$ cat config.mk
export PLATFORM = sky130hd
export DESIGN_NAME = sgmii_mgmt_regs
export DESIGN_NICKNAME = d
export VERILOG_FILES = /design/src/rtl/sgmii_mgmt_pkg.sv /design/src/rtl/link_qual_if.sv /design/src/rtl/sync_loss_filter.sv /design/src/rtl/sgmii_mgmt_regs.sv
export SDC_FILE = /design/constraint.sdc
export NUM_CORES = 1
export LEC_CHECK = 0
export BUFFER_PORTS_ARGS = -buffer_cell sky130_fd_sc_hd__buf_2
export CORE_MARGIN = 4
export CORE_UTILIZATION = 25
export CTS_BUF_LIST = sky130_fd_sc_hd__clkbuf_16
export CTS_CLUSTER_SIZE = 30
export DETAILED_ROUTE_END_ITERATION = 7
export PLACE_DENSITY = 0.5
export SLEW_MARGIN = 15
export SYNTH_ARGS = -nofsm -noshare
export SYNTH_HDL_FRONTEND = slang
export SYNTH_HIERARCHICAL = 1
export SYNTH_SLANG_ARGS = --single-unit
$ cat constraint.sdc
create_clock -name clock -period 2.8 [get_ports clock]
set_input_delay 0.56 -clock clock [delete_from_list [all_inputs] [get_ports clock]]
set_output_delay 0.56 -clock clock [all_outputs]
set_load 0.005 [all_outputs]
$ cat src/rtl/sgmii_mgmt_pkg.sv
// Constants for the SGMII management control and status registers.
// Assumes a single 125 MHz management clock.
package sgmii_mgmt_pkg;

    localparam int unsigned CLOCK_PERIOD_NS = 8;
    // Link timer of the auto-negotiation sync check, in its own unit
    localparam int unsigned LINK_TIMER_NS = 1600000;
    localparam int unsigned LINK_TIMER_CYCLES = LINK_TIMER_NS / CLOCK_PERIOD_NS;

    localparam int unsigned ADDR_W = 5;
    localparam int unsigned DATA_W = 16;

    // Register indices on the management port
    localparam logic [4:0] ADDR_CONTROL_LOW = 5'h00;
    localparam logic [4:0] ADDR_STATUS = 5'h01;

    // Control register field positions and reset values
    localparam int unsigned CTL_SPEED_MSB_BIT = 6;
    localparam int unsigned CTL_UNIDIR_BIT = 5;
    localparam logic CTL_SPEED_MSB_RESET = 1'b1;
    localparam logic CTL_UNIDIR_RESET = 1'b0;

    // Status register field positions
    localparam int unsigned ST_EXT_STATUS_BIT = 8;
    localparam int unsigned ST_UNIDIR_ABLE_BIT = 7;
    localparam int unsigned ST_PREAMBLE_SUP_BIT = 6;
    localparam int unsigned ST_AN_COMPLETE_BIT = 5;
    localparam int unsigned ST_REMOTE_FAULT_BIT = 4;
    localparam int unsigned ST_AN_ABLE_BIT = 3;
    localparam int unsigned ST_LINK_BIT = 2;
    localparam logic ST_REMOTE_FAULT_RESET = 1'b0;
    localparam logic ST_LINK_RESET = 1'b0;

    typedef enum logic [1:0] {
        SYNC_DOWN,
        SYNC_UP,
        SYNC_LOSING
    } sync_state_t;

endpackage

$ cat src/rtl/link_qual_if.sv
// Carrier between the register bank and the sync-loss filter.
// Assumes both ends share one clock.
`timescale 1ns/1ps
`default_nettype none
interface link_qual_if;
    logic syncRaw;
    logic syncQualified;
    modport bank (output syncRaw, input syncQualified);
    modport filter (input syncRaw, output syncQualified);
endinterface
`default_nettype wire

$ cat src/rtl/sync_loss_filter.sv
// Holds sync as good until it has been lost for a whole link timer.
// Assumes sync input is synchronous to clock.
`timescale 1ns/1ps
`default_nettype none
module sync_loss_filter
    import sgmii_mgmt_pkg::*;
#(
    parameter int unsigned TIMER_CYCLES = LINK_TIMER_CYCLES
) (
    // Clock and reset
    input wire logic clock,
    input wire logic rst,
    // Carrier
    link_qual_if.filter lq
);

    localparam int unsigned CNT_W = $clog2(TIMER_CYCLES + 1);
    localparam logic [CNT_W-1:0] CNT_LAST = CNT_W'(TIMER_CYCLES - 1);

    sync_state_t state;
    logic [CNT_W-1:0] lossCount;

    ////////////////////////////////////////////////////////////////////////////
    // Sync qualification

    always_ff @(posedge clock or posedge rst) begin
        if (rst) begin
            state <= SYNC_DOWN;
            lossCount <= '0;
        end else begin
            case (state)
                SYNC_DOWN: begin
                    lossCount <= '0;
                    if (lq.syncRaw) begin
                        state <= SYNC_UP;
                    end
                end
                SYNC_UP: begin
                    lossCount <= '0;
                    if (!lq.syncRaw) begin
                        state <= SYNC_LOSING;
                    end
                end
                SYNC_LOSING: begin
                    // Any return of sync restarts the wait
                    if (lq.syncRaw) begin
                        state <= SYNC_UP;
                        lossCount <= '0;
                    end else if (lossCount == CNT_LAST) begin
                        state <= SYNC_DOWN;
                        lossCount <= '0;
                    end else begin
                        lossCount <= lossCount + 1'b1;
                    end
                end
                default: begin
                    state <= SYNC_DOWN;
                    lossCount <= '0;
                end
            endcase
        end
    end

    assign lq.syncQualified = (state != SYNC_DOWN);

endmodule
`default_nettype wire

$ cat src/rtl/sgmii_mgmt_regs.sv
// Control (low bits) and status registers of the SGMII management space.
// Assumes the serial management frame decoder outside delivers one-cycle
// read and write strobes with register address and data.
`timescale 1ns/1ps
`default_nettype none
module sgmii_mgmt_regs
    import sgmii_mgmt_pkg::*;
#(
    parameter int unsigned LINK_TIMER = LINK_TIMER_CYCLES
) (
    // Clock and reset
    input wire logic clock,
    input wire logic rst,
    // Management access
    input wire logic mgmtWrite,
    input wire logic mgmtRead,
    input wire logic [ADDR_W-1:0] mgmtAddr,
    input wire logic [DATA_W-1:0] mgmtWdata,
    output logic [DATA_W-1:0] mgmtRdata,
    output logic mgmtRvalid,
    // Mode
    input wire logic controllerMode,
    // Link state from the PCS
    input wire logic syncStatus,
    input wire logic anEnable,
    input wire logic anComplete,
    input wire logic resetDone,
    input wire logic remoteFaultEvent,
    // Control outputs
    output logic speedSelectMsb,
    output logic unidirEnable
);

    function automatic logic isReg(input logic [ADDR_W-1:0] addr,
                                   input logic [ADDR_W-1:0] target);
        isReg = (addr == target);
    endfunction

    // Only bits 6 and 5 are backed by storage
    function automatic logic controlBit(input int unsigned pos,
                                        input logic speed,
                                        input logic unidir);
        if (pos == CTL_SPEED_MSB_BIT) begin
            controlBit = speed;
        end else if (pos == CTL_UNIDIR_BIT) begin
            controlBit = unidir;
        end else begin
            controlBit = 1'b0;
        end
    endfunction

    // Ability bits are constants of this core
    function automatic logic fixedStatusBit(input int unsigned pos);
        if (pos == ST_EXT_STATUS_BIT) begin
            fixedStatusBit = 1'b1;
        end else if (pos == ST_UNIDIR_ABLE_BIT) begin
            fixedStatusBit = 1'b1;
        end else if (pos == ST_PREAMBLE_SUP_BIT) begin
            fixedStatusBit = 1'b1;
        end else if (pos == ST_AN_ABLE_BIT) begin
            fixedStatusBit = 1'b1;
        end else begin
            fixedStatusBit = 1'b0;
        end
    endfunction

    link_qual_if lq();

    logic speedMsbStore;
    logic remoteFault;
    logic linkLatched;
    logic linkGood;
    logic statusRead;
    logic controlWrite;
    logic negotiationOk;
    logic speedWrite;
    wire logic [DATA_W-1:0] controlView;
    wire logic [DATA_W-1:0] statusFixed;
    logic [DATA_W-1:0] statusView;
    logic [DATA_W-1:0] next_rdata;

    ////////////////////////////////////////////////////////////////////////////
    // Link qualification

    assign lq.syncRaw = syncStatus;

    // Filtering keeps a brief sync dropout from clearing the link latch
    sync_loss_filter #(
        .TIMER_CYCLES(LINK_TIMER)
    ) syncFilter (
        .clock(clock),
        .rst(rst),
        .lq(lq)
    );

    // Negotiation only counts when enabled
    assign negotiationOk = anComplete || !anEnable;
    assign linkGood = lq.syncQualified && negotiationOk && resetDone;

    assign statusRead = mgmtRead && isReg(mgmtAddr, ADDR_STATUS);
    assign controlWrite = mgmtWrite && isReg(mgmtAddr, ADDR_CONTROL_LOW);
    // Outside controller mode the stored bit is frozen
    assign speedWrite = controlWrite && controllerMode;

    ////////////////////////////////////////////////////////////////////////////
    // Control register

    always_ff @(posedge clock or posedge rst) begin
        if (rst) begin
            speedMsbStore <= CTL_SPEED_MSB_RESET;
        end else if (speedWrite) begin
            speedMsbStore <= mgmtWdata[CTL_SPEED_MSB_BIT];
        end
    end

    always_ff @(posedge clock or posedge rst) begin
        if (rst) begin
            unidirEnable <= CTL_UNIDIR_RESET;
        end else if (controlWrite) begin
            unidirEnable <= mgmtWdata[CTL_UNIDIR_BIT];
        end
    end

    // Fixed 1 outside controller mode
    assign speedSelectMsb = controllerMode ? speedMsbStore : 1'b1;

    // Written values outside bits 6 and 5 are never stored
    for (genvar ci = 0; ci < DATA_W; ci++) begin : g_control_view
        assign controlView[ci] = controlBit(ci, speedSelectMsb, unidirEnable);
    end

    ////////////////////////////////////////////////////////////////////////////
    // Status latches

    // A fault in the read cycle survives the clear
    always_ff @(posedge clock or posedge rst) begin
        if (rst) begin
            remoteFault <= ST_REMOTE_FAULT_RESET;
        end else if (remoteFaultEvent) begin
            remoteFault <= 1'b1;
        end else if (statusRead) begin
            remoteFault <= 1'b0;
        end
    end

    // Reload on read is the live state, so a loss in that cycle still shows
    always_ff @(posedge clock or posedge rst) begin
        if (rst) begin
            linkLatched <= ST_LINK_RESET;
        end else if (statusRead) begin
            linkLatched <= linkGood;
        end else begin
            linkLatched <= linkLatched && linkGood;
        end
    end

    // Constant ability bits, one position at a time
    for (genvar si = 0; si < DATA_W; si++) begin : g_status_fixed
        assign statusFixed[si] = fixedStatusBit(si);
    end

    // Live and latched fields overlay the constant bits
    always_comb begin
        statusView = statusFixed;
        statusView[ST_AN_COMPLETE_BIT] = anComplete;
        statusView[ST_REMOTE_FAULT_BIT] = remoteFault;
        statusView[ST_LINK_BIT] = linkLatched;
    end

    ////////////////////////////////////////////////////////////////////////////
    // Read data

    // Unmapped indices read zero; this port has no error response
    always_comb begin
        if (isReg(mgmtAddr, ADDR_CONTROL_LOW)) begin
            next_rdata = controlView;
        end else if (isReg(mgmtAddr, ADDR_STATUS)) begin
            next_rdata = statusView;
        end else begin
            next_rdata = '0;
        end
    end

    // Data is captured from the pre-clear latches at the read edge
    always_ff @(posedge clock or posedge rst) begin
        if (rst) begin
            mgmtRdata <= '0;
        end else if (mgmtRead) begin
            mgmtRdata <= next_rdata;
        end
    end

    // One pulse per read strobe, whatever the address
    always_ff @(posedge clock or posedge rst) begin
        if (rst) begin
            mgmtRvalid <= 1'b0;
        end else begin
            mgmtRvalid <= mgmtRead;
        end
    end

endmodule
`default_nettype wire

# After elaboration in Yosys (flattened, before gate mapping)
# Index checks and enable logic that the tools add are counted.
[classes]
eq_ne = 7
n_mux = 14
add_sub_neg = 1
n_reduce_logical = 13
[op_table]
columns = ["cell", "n"]
rows = [
  ["2-to-1 mux 18 bit", 3],
  ["adder 18 x 1 -> 18 bit (second input constant)", 1],
  ["equality test 18 bit (second input constant)", 1],
  ["2-to-1 mux 9 bit", 2],
  ["2-to-1 mux 2 bit", 4],
  ["logical AND 1 bit", 6],
  ["case mux 2 bit (3 select lines)", 1],
  ["equality test 5 x 1 -> 1 bit (second input constant)", 1],
  ["logical NOT 5 bit", 1],
  ["2-to-1 mux 1 bit", 4],
  ["inequality test 2 bit (second input constant)", 2],
  ["nonzero test 2 bit", 2],
  ["inequality test 3 x 2 -> 1 bit (second input constant)", 1],
  ["AND reduction 3 bit", 1],
  ["equality test 2 x 1 -> 1 bit (second input constant)", 1],
  ["equality test 2 bit (second input constant)", 1],
  ["logical NOT 2 bit", 1],
  ["logical NOT 1 bit", 1],
  ["logical OR 1 bit", 1],
]
[word_totals]
in_bits = 31
ff_bits = 41

# Longest topological paths before layout
[depth]
ltp_word = 6
depth_mapped = 7
mapped_depth_nobuf = 5

# By module
# The synthesis kept the hierarchy.
[by_module_without_submodules]
columns = ["module", "instances", "seq_area_each_um2", "area_per_inst_um2", "cells_per_inst"]
rows = [
  ["sync_loss_filter", 1, 500.5, 999.7, 101],
  ["sgmii_mgmt_regs", 1, 251.5, 514.2, 45],
]

# Least setup slack after synthesis
# OpenSTA, ideal clock, no wires.
[synth_timing]
path_kind = "reg-to-reg"
start = "reg syncFilter.lossCount[0]"
end = "reg syncFilter.lossCount[10]"
path_stages_with_launch = 8
t_arrival_ns = 1.488
slack_ns = 1.180
required_ns = 2.668
setup_time_ns = 0.132
n_path_buf = 2
path_cell_list = "dfrtp_1 -> ha_1 -> nand2_1 -> nor2_1 -> a31o_2 -> clkbuf_8 -> clkbuf_1 -> nor2_1"
[synth_via]
elab_chain_len = 4
[synth_rtl]
columns = ["element", "line_no", "text"]
rows = [
  ["start: declaration", "sync_loss_filter.sv:21", "logic [CNT_W-1:0] lossCount;"],
  ["start signal: assignment", "sync_loss_filter.sv:53", "lossCount <= lossCount + 1'b1;"],
  ["adder 18 x 1 -> 18 bit / equality test 18 bit (equally long branches)", "sync_loss_filter.sv:53, sync_loss_filter.sv:49", ""],
  ["2-to-1 mux 18 bit *", "sync_loss_filter.sv:49", "end else if (lossCount == CNT_LAST) begin"],
  ["2-to-1 mux 18 bit *", "sync_loss_filter.sv:46", "if (lq.syncRaw) begin"],
  ["2-to-1 mux 18 bit *", "sync_loss_filter.sv:31", "case (state)"],
]
# Every way passes the cells marked *; elsewhere a longest branch is shown, timed or not.
# A chain may end at the register's enable or synchronous reset.

# Final worst setup path
[layout_timing]
start = "reg syncFilter.lossCount[3]"
end = "reg syncFilter.lossCount[17]"
# The elaborated chain is that of the path after synthesis.

==> out/qor.yml <==
floorplanning:
  placeableCoreArea_sq_mm: 0.00589
  rows: 28
  io_pins: 50
  die_w_microns: 85.8
  design.die.area_sq_mm: 0.00737
  die_h_microns: 85.8
  starting_density_of_the_core: 0.257
sta:
  worst_slew_margin_relative_to_its_limit: 0.487
  finalWorstSetupSlack_ns: 0.980
  tightestPinTransition_ns: 0.768
  fin_crit_sh: 0.650
  hold-worst-slack_ns: 0.260
  totalNegativeSetupSlack_ns: 0
  rsz0062_at_grt: "false"
  report.final.setup_viol: 0
  fin_crit_ns: 1.82
  final_hold_violating_endpoints: 0
  skew_ns: 0.00542
  max_freq_mhz: 550
  final_max_slew_viol_count: 0
clocking:
  post-cts-setup-buffer-count: 0
  clk_pin_slew_ns: 0.05
  clock_path_buffers: 2
  htree_num_levels: 2
  holdBufCountCts: 0
  cts_made_buffers: 5
  tritoncts_num_sinks: 30
  clock_tree.root_cell: "sky130_fd_sc_hd__clkbuf_16"
  cts_tree: "yes"
  post_cts_resized: 0
  worstSkewPairLatency_ns: 0.27
power_and_ir_drop:
  pwr_density_cell_mw_per_mm2: 608
  p_leak_nw: 0.781
  p_total_mw: 1.11
  irDropWorstVdd_mv: 0.220
global_route:
  grt_overflow_total: 0
  grt_start_max_net_pins: 21
  grt_util_all_layers: 0.0837
  antenna_found_initial: 0
  via_count_of_the_first_global_routing_pass: 1001
  wire_length_of_the_first_global_routing_pass_microns: 4820
critical_path:
  worst_ep_arrival_time_ns: 2.01
  worst-r2r-setup-slack_ns: 0.98
  critical_path_cell_by_cell: "nand4_1, nor2_1, or4b_1, a21oi_1"
  crit_family: "simple AND/OR/NAND/NOR gates"
  crit_path_end_kind: "flop"
  r2r_end: "syncFilter/lossCount[17]"
  startpoint_type: "flop"
  regToRegStartpoint: "syncFilter/lossCount[3]"
  critPathKind: "reg2reg"
  cpMaxStageDelayCell: "sky130_fd_sc_hd__or4b_1"
  critPathBufInv: 0
  critical_path.max_fanout: 12
  critPathLaunch: "syncFilter/lossCount[3]"
  worst_r2r_path_depth: 4
  cp_slowest_stage_delay_ns: 0.45
  worst-path-stages: 4
  crit_required_ns: 3.00
  endpoint: "syncFilter/lossCount[17]"
routing:
  post_route_drc: 0
  drtAntennaViolNets: 0
  vias: 1049
  route.detailed.wl_per_inst_microns: 11.8
  vias_per_cell: 4.21
  wirelength_microns: 2930
  drt_pre_antenna_iters: 4
  drtIter0Drc: 16
yosys:
  seq_area_frac_synth: 0.497
  fraction_of_synthesized_area_in_multiplexers: 0.0223
  main_combinational_cell_family_by_area_after_synthesis: "simple AND/OR/NAND/NOR gates"
  postSynthRegisterBits: 30
  syn-mean-instance-area_sq_um: 10.4
  post_synthesis_simple_gate_area_fraction: 0.219
  synthesis.instances: 146
  syn_area_sq_mm: 0.00151
  post_synth_fa_ha_maj_area_fraction: 0.00826
  yosysWarnings: 6
  synthDistinctLibCells: 42
  synth_xor_xnor_area_share: 0.0810
  synthDominantAreaCellType: "sky130_fd_sc_hd__dfrtp_1"
  ys_top_cells_by_area: "sky130_fd_sc_hd__dfrtp_1 48%, sky130_fd_sc_hd__xnor2_1 6.9%, sky130_fd_sc_hd__buf_4 5.5%"
  compound_gate_fraction_of_synth_area: 0.0719
  synth_top_cell_area_share: 0.479
min_path:
  min-delay-path-class: "in2async"
cells_and_area:
  insertedDiodeCount: 0
  most_frequent_cells_in_the_layout: "29 x sky130_fd_sc_hd__dfrtp_1, 26 x sky130_fd_sc_hd__buf_2, 20 x sky130_fd_sc_hd__nor2_1"
  layout.cells.most_common: "sky130_fd_sc_hd__dfrtp_1"
  final_nets: 205
  layout.cells.non_filler: 249
  area_delta_synth_final_pct: 20.2
  layout-drive-gt1-share: 0.236
place:
  place_hpwl_microns: 2090
  placed_cells: 241
  buffer_ports.inserted: 26
  gp_congestion: 0.688
  worst_setup_slack_after_placement_ns: 0.983
run_status:
  run_status: "complete, no violations"
job:
  drv.max_cap_violation_count: 0
power by group:
| group | internal (mW) | switching, mW | leakage [nW] | total (mW) |
|---|---|---|---|---|
| sequential | 0.446 | 0.00632 | 0.403 | 0.452 |
| clock | 0.412 | 0.186 | 0.0826 | 0.598 |
| combinational | 0.0249 | 0.0315 | 0.296 | 0.0564 |
flip-flops by register name, summed over array words and instances (netlist names):
name	flops
syncFilter/state	2
remoteFault	1
linkLatched	1
mgmtRdata	5
mgmtRvalid	1
unidirEnable	1
speedMsbStore	1
syncFilter/lossCount	18
layer usage:
layer  share of wire  wire (microns)  vias to the layer above  track usage
li1                -               -                      542            -
met1            0.47            1390                      471        0.113
met2            0.43            1250                       32        0.119
met3           0.085             249                        4       0.0327
met4           0.015              43                        0       0.0345
met5               0               0                        -            0
cells by family after synthesis:
logic type	Yosys count
and+or+nand+nor	58
DFF	30
buffers and inverters	24
AOI/OAI and AO/OA	15
xor gates and xnor gates	14
muxes	3
adders and majority gates	1
other	1
Yosys cell counts, drive strengths merged:
cell / count
a21boi: 1
a21o: 1
a21oi: 2
a22o: 2
a31o: 1
and3: 1
buf: 12
clkbuf: 2
conb: 1
dfrtp: 29
dfstp: 1
ha: 1
inv: 10
mux2: 3
nand2: 5
nand2b: 3
nand3: 6
nand3b: 1
nand4: 5
nand4b: 1
nand4bb: 1
nor2: 20
nor3: 3
nor4: 7
nor4b: 1
o2111a: 1
o211ai: 1
o21ai: 3
o21bai: 1
o31ai: 1
o41ai: 1
or2: 1
or3: 1
or4: 1
or4b: 1
xnor2: 12
xor2: 2
cell type report:
class	instances	area, sq um
multi-input combinational	100	643
clock inverter	3	37.5
fill	622	4070
inverter	10	37.5
tap	75	93.8
timing repair buffer	26	130
clock buffer	5	125
sequential	30	752
worst register-to-register path: stages, from the launching register on:
cell	delay (ns)
sky130_fd_sc_hd__dfrtp_1	0.41
sky130_fd_sc_hd__nand4_1	0.43
sky130_fd_sc_hd__nor2_1	0.30
sky130_fd_sc_hd__or4b_1	0.45
sky130_fd_sc_hd__a21oi_1	0.15
worst min path at each step:
| stage | end | from | slack [ns] |
|---|---|---|---|
| after floorplan | linkLatched | rst | 0.40 |
| after global placement | syncFilter/lossCount[0] | syncFilter/lossCount[0] | 0.45 |
| after detailed placement | mgmtRdata[2] | linkLatched | 0.48 |
| after CTS | linkLatched | rst | 0.27 |
| after global routing | linkLatched | rst | 0.30 |
| final | linkLatched | rst | 0.26 |
per-stage QoR:
step | area, sq um | utilization
5_1_grt | 1820 | 0.309
6_report | 1820 | 0.309
4_1_cts | 1820 | 0.309
3_5_place_dp | 1660 | 0.281
3_3_place_gp | 1660 | 0.281
2_1_floorplan | 1540 | -
Note: power is estimated with default switching activity, not from simulation.
